$ cat src/rtl/pfcps_pkg.sv
// Package of constants and carrier types for the protection fault sequencer
package pfcps_pkg;

    // ----------------------------------------
    // Clock and timing
    // ----------------------------------------
    localparam int CLK_MHZ = 50;
    localparam int PCL_TIME_NS = 200;
    localparam int BROWNOUT_TIME_US = 20;
    localparam int OPEN_LOOP_TIME_US = 1;
    localparam int FOLLOW_CANCEL_TIME_US = 1;
    localparam int OV_TIME_US = 12;
    localparam int MODE_SAMPLE_TIME_US = 18;
    localparam int STANDBY_TIME_US = 9;
    // Least times round up to whole cycles
    localparam int PCL_CYC = (PCL_TIME_NS * CLK_MHZ + 999) / 1000;
    localparam int BROWNOUT_CYC = BROWNOUT_TIME_US * CLK_MHZ;
    localparam int OPEN_LOOP_CYC = OPEN_LOOP_TIME_US * CLK_MHZ;
    localparam int FOLLOW_CANCEL_CYC = FOLLOW_CANCEL_TIME_US * CLK_MHZ;
    localparam int OV_CYC = OV_TIME_US * CLK_MHZ;
    localparam int MODE_SAMPLE_CYC = MODE_SAMPLE_TIME_US * CLK_MHZ;
    localparam int STANDBY_CYC = STANDBY_TIME_US * CLK_MHZ;
    // Counter width covers the longest qualifier
    localparam int CNT_W = 10;
    localparam logic [CNT_W-1:0] CNT_RESET = 10'h000;

    // ----------------------------------------
    // Qualifier channel indices
    // ----------------------------------------
    localparam int NQ = 7;
    localparam int Q_PCL = 0;
    localparam int Q_BROWN = 1;
    localparam int Q_OPEN = 2;
    localparam int Q_FCAN = 3;
    localparam int Q_OV1 = 4;
    localparam int Q_OV2 = 5;
    localparam int Q_STBY = 6;

    // ----------------------------------------
    // Sequencer states, one-hot
    // ----------------------------------------
    typedef enum logic [5:0] {
        PFCPS_OFF = 6'b00_0001,
        PFCPS_MODE = 6'b00_0010,
        PFCPS_RUN = 6'b00_0100,
        PFCPS_WAIT = 6'b00_1000,
        PFCPS_LATCH = 6'b01_0000,
        PFCPS_STBY = 6'b10_0000
    } pfcps_state_t;

    // Digitised comparator decisions, all raw from pins
    typedef struct packed {
        logic shunt_over;     // Amplified shunt sense past limit
        logic brown_low;      // Brownout input below 1V
        logic brown_high;     // Brownout input above 1.25V
        logic brown_lowline;  // Brownout input below 2.3V
        logic fb_low;         // Feedback sense below 0.5V
        logic fb_follow_low;  // Feedback sense below 0.8V
        logic fb_over;        // Feedback sense above 2.7V
        logic fb_under_rated; // Feedback sense below 2.5V
        logic ov2_over;       // Second over-voltage input above 2.5V
        logic ov2_under;      // Second over-voltage input below 2.3V
        logic thr_low;        // Threshold/enable pin below 0.5V
        logic load_light;     // Follower load input below 0.5V
        logic bulk_95;        // Bulk above 95 percent of rated
        logic bulk_low_thr;   // Bulk below programmed lower level
    } pfcps_cmp_t;

    localparam int NCMP = 14;

endpackage

$ cat src/rtl/pfcps_sequencer.sv
// Protection fault sequencer for a boost PFC controller
`timescale 1ns/10ps

module pfcps_sequencer (
    // Clock, reset, enable
    input wire logic clock,
    input wire logic rst_n,
    input wire logic clk_en,
    // Comparator decisions from the analog side
    input wire pfcps_pkg::pfcps_cmp_t cmp_in,
    input wire logic supply_undervoltage_lockout,
    input wire logic vref_up,
    // PWM timing and soft-start status from regulation logic
    input wire logic min_off_pulse,
    input wire logic pwm_on_req,
    input wire logic soft_start_active,
    // Outputs
    output logic gate_drive,
    output logic soft_start_req,
    output logic bulk_good_out,
    output logic follower_current_en,
    output logic latch_mode,
    output logic standby,
    output logic peak_current_limit,
    output logic open_loop_fault,
    output logic first_overvoltage_fault,
    output logic second_overvoltage_fault
);

    // ----------------------------------------
    // Input synchronisers
    // ----------------------------------------
    localparam int NS = pfcps_pkg::NCMP + 1;

    logic [NS-1:0] raw_in; // Pin-side inputs
    logic [NS-1:0] meta_q; // First stage, read only by second
    logic [NS-1:0] sync_q; // Second stage, safe to use
    pfcps_pkg::pfcps_cmp_t c; // Synchronised comparator view
    logic supply_undervoltage_lockout_s; // Synchronised undervoltage

    assign raw_in = {supply_undervoltage_lockout, cmp_in};
    assign c = pfcps_pkg::pfcps_cmp_t'(sync_q[pfcps_pkg::NCMP-1:0]);
    assign supply_undervoltage_lockout_s = sync_q[pfcps_pkg::NCMP];

    // Two flops per pin; undervoltage resets to asserted
    always_ff @(posedge clock) begin
        if (!rst_n) begin
            meta_q <= {1'b1, {pfcps_pkg::NCMP{1'b0}}};
            sync_q <= {1'b1, {pfcps_pkg::NCMP{1'b0}}};
        end else if (clk_en) begin
            meta_q <= raw_in;
            sync_q <= meta_q;
        end
    end

    // ----------------------------------------
    // Duration qualifiers
    // ----------------------------------------
    logic [pfcps_pkg::NQ-1:0] q_raw; // Condition present
    logic [pfcps_pkg::NQ-1:0] q_hit; // Held long enough
    logic follow_active; // Reduction current engaged
    pfcps_pkg::pfcps_state_t state_q;
    pfcps_pkg::pfcps_state_t state_d;

    assign q_raw[pfcps_pkg::Q_PCL] = c.shunt_over;
    assign q_raw[pfcps_pkg::Q_BROWN] = c.brown_low;
    assign q_raw[pfcps_pkg::Q_OPEN] = c.fb_low;
    assign q_raw[pfcps_pkg::Q_FCAN] = c.fb_follow_low & follow_active;
    assign q_raw[pfcps_pkg::Q_OV1] = c.fb_over;
    assign q_raw[pfcps_pkg::Q_OV2] = c.ov2_over;
    // Standby only counts while the reference is up
    assign q_raw[pfcps_pkg::Q_STBY] = c.thr_low & vref_up;

    // Per-channel durations in cycles
    function automatic logic [pfcps_pkg::CNT_W-1:0] q_len(input int i);
        int n;
        n = pfcps_pkg::OV_CYC;
        case (i)
            pfcps_pkg::Q_PCL: n = pfcps_pkg::PCL_CYC;
            pfcps_pkg::Q_BROWN: n = pfcps_pkg::BROWNOUT_CYC;
            pfcps_pkg::Q_OPEN: n = pfcps_pkg::OPEN_LOOP_CYC;
            pfcps_pkg::Q_FCAN: n = pfcps_pkg::FOLLOW_CANCEL_CYC;
            pfcps_pkg::Q_STBY: n = pfcps_pkg::STANDBY_CYC;
            default: n = pfcps_pkg::OV_CYC;
        endcase
        return n[pfcps_pkg::CNT_W-1:0];
    endfunction

    // reload on deassert, count to duration
    for (genvar i = 0; i < pfcps_pkg::NQ; i++) begin : g_qual
        logic [pfcps_pkg::CNT_W-1:0] cnt_q; // Cycles the condition has held
        assign q_hit[i] = (cnt_q == q_len(i));
        always_ff @(posedge clock) begin
            if (!rst_n) begin
                cnt_q <= pfcps_pkg::CNT_RESET;
            end else if (clk_en) begin
                if (!q_raw[i]) begin
                    cnt_q <= pfcps_pkg::CNT_RESET;
                end else if (!q_hit[i]) begin
                    cnt_q <= cnt_q + 1'b1;
                end
            end
        end
    end

    // ----------------------------------------
    // Fault flags with release hysteresis, except open loop
    // ----------------------------------------
    logic brown_q; // Brownout fault held
    logic open_q; // Open-loop fault held
    logic ov1_q; // First over-voltage held
    logic ov2_q; // Second over-voltage held (auto release)
    logic both_q; // Both over-voltages seen together
    logic brown_d;
    logic open_d;
    logic ov1_d;
    logic ov2_d;
    logic both_d;

    // release only above the upper threshold
    assign brown_d = q_hit[pfcps_pkg::Q_BROWN] | (brown_q & ~c.brown_high);
    // release once sense back above threshold
    assign open_d = q_hit[pfcps_pkg::Q_OPEN] | (open_q & c.fb_low);
    assign ov1_d = q_hit[pfcps_pkg::Q_OV1] | (ov1_q & ~c.fb_under_rated);
    assign ov2_d = q_hit[pfcps_pkg::Q_OV2] | (ov2_q & ~c.ov2_under);
    assign both_d = (q_hit[pfcps_pkg::Q_OV1] & q_hit[pfcps_pkg::Q_OV2])
                  | (both_q & (ov1_d | ov2_d));

    // Fault flags, cleared under undervoltage
    always_ff @(posedge clock) begin
        if (!rst_n) begin
            brown_q <= 1'b0;
            open_q <= 1'b0;
            ov1_q <= 1'b0;
            ov2_q <= 1'b0;
            both_q <= 1'b0;
        end else if (clk_en) begin
            brown_q <= brown_d & ~supply_undervoltage_lockout_s;
            open_q <= open_d & ~supply_undervoltage_lockout_s;
            ov1_q <= ov1_d & ~supply_undervoltage_lockout_s;
            ov2_q <= ov2_d & ~supply_undervoltage_lockout_s;
            both_q <= both_d & ~supply_undervoltage_lockout_s;
        end
    end

    // ----------------------------------------
    // Mode sampling and sequencer
    // ----------------------------------------
    logic [pfcps_pkg::CNT_W-1:0] mode_cnt_q; // Sample window counter
    logic [pfcps_pkg::CNT_W-1:0] mode_cnt_d;
    logic latch_q; // Selected second over-voltage mode
    logic latch_d;
    logic hold_fault; // Brownout, open-loop, second or double over-voltage held
    logic restart_d; // One-cycle soft-start request
    logic mode_done;

    assign mode_done = (mode_cnt_q == pfcps_pkg::MODE_SAMPLE_CYC[pfcps_pkg::CNT_W-1:0]);
    assign hold_fault = brown_q | open_q | ov2_q | both_q;

    // Next state; undervoltage forces OFF and drops the restart request
    always_comb begin
        state_d = state_q;
        mode_cnt_d = mode_cnt_q;
        latch_d = latch_q;
        restart_d = 1'b0;
        case (state_q)
            pfcps_pkg::PFCPS_OFF: begin
                mode_cnt_d = pfcps_pkg::CNT_RESET;
                if (!supply_undervoltage_lockout_s) begin
                    state_d = pfcps_pkg::PFCPS_MODE;
                end
            end
            pfcps_pkg::PFCPS_MODE: begin
                // pin level sampled at end of window
                mode_cnt_d = mode_cnt_q + 1'b1;
                if (mode_done) begin
                    latch_d = ~c.thr_low;
                    state_d = pfcps_pkg::PFCPS_WAIT;
                end
            end
            pfcps_pkg::PFCPS_RUN: begin
                if (q_hit[pfcps_pkg::Q_STBY]) begin
                    state_d = pfcps_pkg::PFCPS_STBY;
                end else if (latch_q && q_hit[pfcps_pkg::Q_OV2]
                             && !q_hit[pfcps_pkg::Q_OV1]) begin
                    state_d = pfcps_pkg::PFCPS_LATCH;
                end else if (hold_fault) begin
                    state_d = pfcps_pkg::PFCPS_WAIT;
                end
            end
            pfcps_pkg::PFCPS_WAIT: begin
                if (!hold_fault && !q_hit[pfcps_pkg::Q_OV2]) begin
                    restart_d = 1'b1;
                    state_d = pfcps_pkg::PFCPS_RUN;
                end
            end
            pfcps_pkg::PFCPS_LATCH: begin
                state_d = pfcps_pkg::PFCPS_LATCH;
            end
            pfcps_pkg::PFCPS_STBY: begin
                if (!c.thr_low) begin
                    state_d = pfcps_pkg::PFCPS_WAIT;
                end
            end
            default: begin
                state_d = pfcps_pkg::PFCPS_OFF;
            end
        endcase
        if (supply_undervoltage_lockout_s) begin
            state_d = pfcps_pkg::PFCPS_OFF;
            restart_d = 1'b0;
        end
    end

    // Sequencer registers
    always_ff @(posedge clock) begin
        if (!rst_n) begin
            state_q <= pfcps_pkg::PFCPS_OFF;
            mode_cnt_q <= pfcps_pkg::CNT_RESET;
            latch_q <= 1'b0;
            soft_start_req <= 1'b0;
        end else if (clk_en) begin
            state_q <= state_d;
            mode_cnt_q <= mode_cnt_d;
            latch_q <= latch_d;
            soft_start_req <= restart_d;
        end
    end

    // ----------------------------------------
    // Drive latches
    // ----------------------------------------
    logic pcl_q; // Peak current latch, this cycle
    logic on_q; // Drive-on latch
    logic drive_ok; // No reason to stop switching
    logic drive_d;

    assign drive_ok = (state_q == pfcps_pkg::PFCPS_RUN) & ~hold_fault & ~ov1_q
                    & ~q_hit[pfcps_pkg::Q_OV1] & ~q_hit[pfcps_pkg::Q_OV2] & ~supply_undervoltage_lockout_s;

    // Latches; min-off pulse overrides all inputs
    always_ff @(posedge clock) begin
        if (!rst_n) begin
            pcl_q <= 1'b0;
            on_q <= 1'b0;
        end else if (clk_en) begin
            if (min_off_pulse) begin
                pcl_q <= 1'b0;
                on_q <= 1'b0;
            end else begin
                // held off for rest of cycle
                pcl_q <= pcl_q | q_hit[pfcps_pkg::Q_PCL];
                // Refused requests must not linger into a restart
                on_q <= (on_q | pwm_on_req) & drive_ok;
            end
        end
    end

    // immediate cut in the qualifying cycle
    assign drive_d = on_q & ~pcl_q & ~q_hit[pfcps_pkg::Q_PCL] & ~min_off_pulse & drive_ok;

    // ----------------------------------------
    // Boost follower and bulk good
    // ----------------------------------------
    logic follow_q; // Follower allowed (not cancelled)
    logic bulk_q; // Bulk-good output level

    // light load lost when input held high
    assign follow_active = follow_q & c.brown_lowline & c.load_light & ~soft_start_active
                         & (state_q == pfcps_pkg::PFCPS_RUN);

    // Follower permit, bulk-good and gate registers
    always_ff @(posedge clock) begin
        if (!rst_n) begin
            follow_q <= 1'b0;
            bulk_q <= 1'b0;
            gate_drive <= 1'b0;
        end else if (clk_en) begin
            if (q_hit[pfcps_pkg::Q_FCAN] || state_q != pfcps_pkg::PFCPS_RUN) begin
                follow_q <= 1'b0;
            end else if (soft_start_req) begin
                follow_q <= 1'b1;
            end
            // set at 95 percent during soft start
            if (supply_undervoltage_lockout_s || state_q == pfcps_pkg::PFCPS_STBY) begin
                bulk_q <= 1'b0;
            end else if (soft_start_active && c.bulk_95) begin
                bulk_q <= 1'b1;
            end else if (c.bulk_low_thr) begin
                bulk_q <= 1'b0;
            end
            gate_drive <= drive_d;
        end
    end

    // ----------------------------------------
    // Outputs
    // ----------------------------------------
    assign bulk_good_out = bulk_q;
    assign follower_current_en = follow_active;
    assign latch_mode = latch_q;
    assign standby = (state_q == pfcps_pkg::PFCPS_STBY);
    assign peak_current_limit = pcl_q;
    assign open_loop_fault = open_q;
    assign first_overvoltage_fault = ov1_q;
    assign second_overvoltage_fault = ov2_q | (state_q == pfcps_pkg::PFCPS_LATCH);

endmodule

$ cat config.mk
export PLATFORM = sky130hd
export DESIGN_NAME = pfcps_sequencer
export DESIGN_NICKNAME = d
export VERILOG_FILES = /design/src/rtl/pfcps_pkg.sv /design/src/rtl/pfcps_sequencer.sv
export SDC_FILE = /design/constraint.sdc
export NUM_CORES = 1
export LEC_CHECK = 0
export ABC_CLOCK_PERIOD_IN_PS = 2500
export BUFFER_PORTS_ARGS = -buffer_cell sky130_fd_sc_hd__buf_2
export CAP_MARGIN = 15
export CELL_PAD_IN_SITES_DETAIL_PLACEMENT = 1
export CELL_PAD_IN_SITES_GLOBAL_PLACEMENT = 2
export CORE_ASPECT_RATIO = 1.5
export CORE_MARGIN = 2
export CORE_UTILIZATION = 40
export CTS_BUF_LIST = sky130_fd_sc_hd__clkbuf_4
export DETAILED_ROUTE_END_ITERATION = 10
export GPL_TIMING_DRIVEN = 0
export PLACE_DENSITY = 0.84
export SYNTH_ARGS = -nofsm -noshare
export SYNTH_HDL_FRONTEND = slang
export SYNTH_SLANG_ARGS = --single-unit
$ cat constraint.sdc
create_clock -name clock -period 2.5 [get_ports clock]
set_input_delay 0.375 -clock clock [delete_from_list [all_inputs] [get_ports clock]]
set_output_delay 0.375 -clock clock [all_outputs]
set_load 0.1 [all_outputs]
==> run metrics, run 1 <==
status=finished, final reports clean; crit start category=flip-flop; maxcap violations=0; die area=around 16000 sq um; vias in the first global route=5554; Area after DPL=6530 sq um; die height=~160 um; Post-Synth XOR/XNOR Area=8.01%; CTS root buffer=clkbuf_4; switching power=around 0.96 mW; layout overhead on the synthesized area=12.5%; number of CTS-inserted buffers=17; power share of the clock group=between 40% and 50%; placed wire-length estimate=approximately 12000 um; post-route ant nets=0; RSZ-0062 raised after global routing=true; critical path type=reg2out; Sw Ratio=a little under a quarter; Mapped Cells=about 700; Synth Area in Adders=about 3.3%; H-tree Lvls=4; Simple-Gate Fraction of Synth Area=27.8%; global-route wire length before repair=approximately 28000 um; CTS clk-pin slew, worst paths=0.11 ns; Synth Cell Area=roughly 6000 sq um; syn_nets=~740; Worst EP required=approximately 2.1 ns; worst-skew pair later-pin latency=0.56 ns; Final setup viols=0; placer congestion estimate=0.817; period utilization=95.4%; Worst IR Drop VDD=roughly 0.00035 V; Avg WL per Cell=around 18 um; Post-synth EDFFs=0; total global routing overflow=0; share of post-route cells with drive strength above 1=10.5%; clock buffer depth=2; CTS tree=yes; final slew viol count=0; clk sinks=128; Pleak=between 2 and 3 nW; mux share of post-synthesis cell area=4.90%; vias=between 5000 and 6000; YS warnings=0; Slew HR=a little over a third; Combinational Power Share=5.6%; Final nets=slightly below 800; largest family of logic cells by synthesized area=simple AND/OR/NAND/NOR gates; global-route usage over all layers=between 20% and 30%; Syn Area/Cell=~8.8 sq um; flops & latches, synth=128; Filler Cell Count=1801; Final Skew=around 0.013 ns; ys async rst share=0%; Die X=~110 um; pwr/cell area=586 nW/um^2; initial antenna violation count=1; Crit Path Max Fanout=8; DR vias/cell=around 5.4; final WL=~17000 um; Pint=3.09 mW; core area=about 15000 sq um; count of input and output buffers=31; Worst Hold Class=in2reg; Seq pwr share=51.8%; complex-gate fraction of the synthesized area=10.7%; Synth cell types=55; type of destination of the critical path=primary output; non-filler cells, final=960; placed cell count=between 900 and 1000; DRC=0; upper clock frequency limit=about 0.42 GHz; post-route cell area=6890 sq um; io pins=32; Initial Util=40.6%; Final Hold Fails=0; initial drt markers=220; DR pass1 iterations=5; sequential share of the synthesized area=a little over two fifths; Period minus WS final=~2.4 ns; largest net degree at the start of global routing=17; Worst Path Arrival=around 2 ns; Cell Rows=55; Synth Flop Type=dfxtp_1; Tightest Pin Transition=between 0.9 and 1 ns
## cell usage in the layout (no fill, tap or decap), types with 12 or more instances in the layout
master and n:
nand4_1 29, xor2_1 34, or3_1 12, a21oi_1 15, dfxtp_1 127, clkbuf_4 21, xnor2_1 22, a21boi_0 14
clkbuf_1 21, o21ai_0 31, mux2i_1 30, ha_1 16, nand2_1 62, and3_1 15, nand3_1 17, nor3_1 15
nor2_1 73, buf_2 28, inv_1 32, nor2b_1 42
## path summary, 6_finish.rpt
| kind | from | to | slack (ns) | cells past startpoint |
|---|---|---|---|---|
| min | supply_undervoltage_lockout | meta_q[14] | 0.05 | 3 |
| max | state_q[4] | follower_current_en | 0.12 | 4 |
| max reg2reg | g_qual[5].cnt_q[5] | state_q[3] | 0.16 | 5 |
| min reg2reg | on_q | on_q | 0.50 | 2 |
## cell type report
class | instances | area (sq um) | area share (%)
Tap cell | 199 | 249 | 3.61
Clock inverter | 11 | 188 | 2.72
Sequential cell | 128 | 2560 | 37.2
Timing Repair Buffer | 32 | 170 | 2.47
Buffer | 23 | 86.3 | 1.25
Antenna cell | 1 | 2.50 | 0.0363
Multi-Input combinational cell | 513 | 3360 | 48.7
Clock buffer | 21 | 158 | 2.29
Inverter | 32 | 120 | 1.74
## what timing repair did
item / 4_1_cts / 5_1_grt
resized for setup: 5 / 2
hold buffers: 0 / 0
pin swaps: 1 / 0
setup buffers: 1 / 0
endpoints found under the hold margin: 0 / 0
endpoints found under the setup margin: 3 / 3
## worst max-delay path, stage by stage (launching register included)
cell	delay (ns)
dfxtp_1	0.32
clkbuf_1	0.23
nor4b_4	0.37
and3_1	0.24
buf_4	0.30
## sequential cells by signal, summed over array words and instances (netlist names), 6 cells and up
| signal | flops |
|---|---|
| g_qual.cnt_q | 70 |
| mode_cnt_q | 10 |
| meta_q | 15 |
| state_q | 6 |
| sync_q | 15 |
## logic make-up after synthesis
| group | after synthesis |
|---|---|
| mux | 30 |
| simple gates | 312 |
| fa+ha+maj | 16 |
| xor+xnor | 56 |
| flops | 128 |
| compound gates | 99 |
| buf+inv | 57 |
## through the flow
step	power [mW]	TNS [ns]	util [%]	worst slack (ns)	hold slack (ns)
2_1_floorplan	2.28	0	-	0.102	0.441
5_1_grt	4.19	-0.0322	45.7	-0.0322	0.0414
3_3_place_gp	2.36	-12.92	43.3	-0.451	0.469
3_5_place_dp	2.37	-16.80	43.3	-0.482	0.477
4_1_cts	4.09	0	45.7	0.0330	0.0106
6_report	4.04	0	45.7	0.115	0.0450
## power groups by stage
stage | clock (mW) | combinational [mW] | sequential, mW
after CTS | 1.76 | 0.233 | 2.10
after floorplan | 0 | 0.147 | 2.13
after detailed placement | 0 | 0.231 | 2.14
final | 1.72 | 0.228 | 2.10
after global placement | 0 | 0.224 | 2.14
after global routing | 1.84 | 0.256 | 2.10
## Yosys cell counts (4+ instances only)
| cell | number | share of area [%] |
|---|---|---|
| dfxtp_1 | 128 | 42 |
| nor2_1 | 74 | 4.5 |
| nand2_1 | 62 | 3.8 |
| nor2b_1 | 42 | 4.3 |
| xor2_1 | 34 | 4.9 |
| inv_1 | 32 | 2.0 |
| o21ai_0 | 31 | 2.5 |
| mux2i_1 | 30 | 4.9 |
| nand4_1 | 29 | 3.0 |
| clkbuf_1 | 24 | 1.5 |
| xnor2_1 | 22 | 3.1 |
| nand3_1 | 17 | 1.4 |
| ha_1 | 16 | 3.3 |
| a21oi_1 | 15 | 1.2 |
| and3_1 | 15 | 1.5 |
| nor3_1 | 15 | 1.2 |
| a21boi_0 | 14 | 1.7 |
| or3_1 | 12 | 1.2 |
| o21ai_1 | 8 | 0.65 |
| nor4b_1 | 6 | 0.86 |
| a22oi_1 | 5 | 0.61 |
| and2_1 | 5 | 0.51 |
| o211ai_1 | 5 | 0.61 |
| or4_1 | 5 | 0.61 |
| nand2b_1 | 4 | 0.41 |
| nand3b_1 | 4 | 0.49 |
## routing by layer
| metal | part of all wire [%] | vias to the layer above | wire length [um] | global-route usage (%) |
|---|---|---|---|---|
| met5 | 0 | - | 0 | 0 |
| met1 | 40 | 2562 | 6770 | 23.5 |
| met2 | 55 | 87 | 9240 | 41.9 |
| met3 | 3.5 | 25 | 593 | 3.38 |
| li1 | - | 2531 | - | - |
| met4 | 1.9 | 0 | 320 | 8.83 |
No activity file was read; power rests on OpenSTA's default activity.
==> run 2: changes to the inputs <==
--- a/config.mk
+++ b/config.mk
@@ -7,10 +7,10 @@
 export LEC_CHECK = 0
 export ABC_CLOCK_PERIOD_IN_PS = 2500
 export BUFFER_PORTS_ARGS = -buffer_cell sky130_fd_sc_hd__buf_2
-export CAP_MARGIN = 15
+export CAP_MARGIN = 20
 export CELL_PAD_IN_SITES_DETAIL_PLACEMENT = 1
 export CELL_PAD_IN_SITES_GLOBAL_PLACEMENT = 2
-export CORE_ASPECT_RATIO = 1.5
+export CORE_ASPECT_RATIO = 1.1
 export CORE_MARGIN = 2
 export CORE_UTILIZATION = 40
 export CTS_BUF_LIST = sky130_fd_sc_hd__clkbuf_4
==> run metrics, run 2 (synthesized netlist as in run 1, its figures left out) <==
Avg WL per Cell=17.4 um (-1.1%); initial antenna violation count=1 (unchanged); largest registers=g_qual.cnt_q x70, meta_q x15, sync_q x15; Worst IR Drop VDD=0.000222 V (-37%); count of input and output buffers=31 (unchanged); DRC=0 (unchanged); total global routing overflow=0 (unchanged); largest net degree at the start of global routing=17 (unchanged); io pins=32 (unchanged); Crit Path Max Fanout=8 (unchanged); Worst Hold Class=in2reg; RSZ-0062 raised after global routing=false; pwr/cell area=530 nW/um^2 (-9.6%); die height=134 um (-14%); placer congestion estimate=0.841 (+3.0%); Pleak=2.47 nW (-1.5%); Final nets=785 (unchanged); global-route wire length before repair=27500 um (-1.5%); maxcap violations=0 (unchanged); type of destination of the critical path=primary output; final WL=16700 um (-1.6%); CTS clk-pin slew, worst paths=0.11 ns (about the same); Worst EP required=2.12 ns (about the same); commonest non-fill, non-tap cell in the layout=dfxtp_1; layout overhead on the synthesized area=10.7%; number of CTS-inserted buffers=17 (unchanged); most frequent cells in the layout=dfxtp_1 (128), nor2_1 (73), nand2_1 (62); Tot Pwr=3.59 mW (-11%); Largest register FFs=70 (unchanged); Initial Util=40.9% (+0.20 points); Filler Cell Count=1789 (-0.67%); global-route usage over all layers=21.7% (-0.12 points); post-route ant nets=0 (unchanged); Area after DPL=6530 sq um (about the same); CTS tree=yes; die area=16300 sq um (-0.12%); non-filler cells, final=955 (-0.52%); post-route cell area=6780 sq um (-1.7%); Period minus WS final=2.37 ns (-0.0160 ns); Slew HR=39.3% (+4.0 points); multi-input logic area=3360 sq um (unchanged); Die X=122 um (+16%); upper clock frequency limit=0.422 GHz (+0.67%); vias=5102 (-2.0%); CTS root buffer=clkbuf_4; H-tree Lvls=4 (unchanged); Cell Rows=47 (-15%); WHS=0.0906 ns (+0.0455 ns); setup_tns=0 ns (unchanged); Biggest register=g_qual.cnt_q; placed wire-length estimate=12100 um (-2.7%); share of post-route cells with drive strength above 1=10.6% (+0.028 points); critical path type=reg2out; hold-fix buffers at CTS=0 (unchanged); Final Hold Fails=0 (unchanged); pre-CTS setup slack=-0.583 ns (-0.102 ns); clk sinks=128 (unchanged); final slew viol count=0 (unchanged); status=finished, final reports clean; crit start category=flip-flop; final core utilization=45.2% (-0.54 points); FF/Latch Area=2560 sq um (about the same); Final setup viols=0 (unchanged); initial drt markers=210 (-4.5%); core area=15000 sq um (-0.50%); DR pass1 iterations=4 (-1); vias in the first global route=5361 (-3.5%); clock buffer depth=2 (unchanged); period utilization=94.8% (-0.64 points); PnR worst setup slack=0.131 ns (+0.0160 ns); Final Skew=0.0149 ns (+0.00168 ns); Worst Path Arrival=1.99 ns (-0.02 ns); DR vias/cell=5.34 (-1.5%); worst-skew pair later-pin latency=0.54 ns (-0.02 ns); placed cell count=925 (-0.32%); Tightest Pin Transition=0.903 ns (-0.0604 ns)
==> run 2: changes by cell type in the layout (fill, tap and decap cells not counted) <==
cell / previous run / this run
bufinv_16: 5 / 1
clkinv_2: 2 / 6
clkbuf_2: 0 / 2
buf_1: 2 / 1
clkbuf_1: 21 / 20
clkbuf_4: 21 / 22
clkinv_1: 1 / 0
clkinv_4: 1 / 0
clkinvlp_4: 2 / 1
dfxtp_1: 127 / 128
dfxtp_2: 1 / 0
==> run 2: layout make-up <==
type,instances,area share [%]
Multi-Input combinational cell,513,49.5
Sequential cell,128,37.8
Tap cell,196,3.62
Timing Repair Buffer,32,2.51
Clock buffer,22,2.44
Inverter,32,1.77
Buffer,23,1.31
Clock inverter,8,0.997
Antenna cell,1,0.0369
==> run 2: metal layers <==
layer / share of wire [%] / track usage, % / wire [um] / vias up
li1: - / - / - / 2525
met1: 44 / 26.5 / 7370 / 2489
met2: 52 / 38.4 / 8580 / 80
met3: 3.5 / 3.36 / 576 / 8
met4: 0.75 / 7.79 / 125 / 0
met5: 0 / 0 / 0 / -
==> run 2: timing repair <==
item                                    in CTS  in global routing
endpoints found under the hold margin        0                  0
pin swaps                                    1                  0
gates resized for setup                      5                  5
endpoints found under the setup margin       3                  4
setup buffers                                1                  0
==> run 2: report_power, final <==
group | internal (mW) | switching [mW]
logic | 0.0840 | 0.145
registers | 2.07 | 0.0254
clock network | 0.527 | 0.741
==> run 2: final timing paths <==
check,cells past startpoint,end,slack [ns],from
setup / recovery,4,second_overvoltage_fault,0.13,state_q[4]
hold / removal,3,meta_q[3],0.09,cmp_in[3]
setup reg to reg,5,state_q[0],0.24,g_qual[5].cnt_q[5]
hold reg to reg,2,sync_q[14],0.50,meta_q[14]
==> run 2: critical path, stage by stage, from the launching register on <==
cell,delay [ns]
dfxtp_1,0.32
clkbuf_1,0.40
and4b_1,0.30
or2_2,0.14
buf_4,0.29
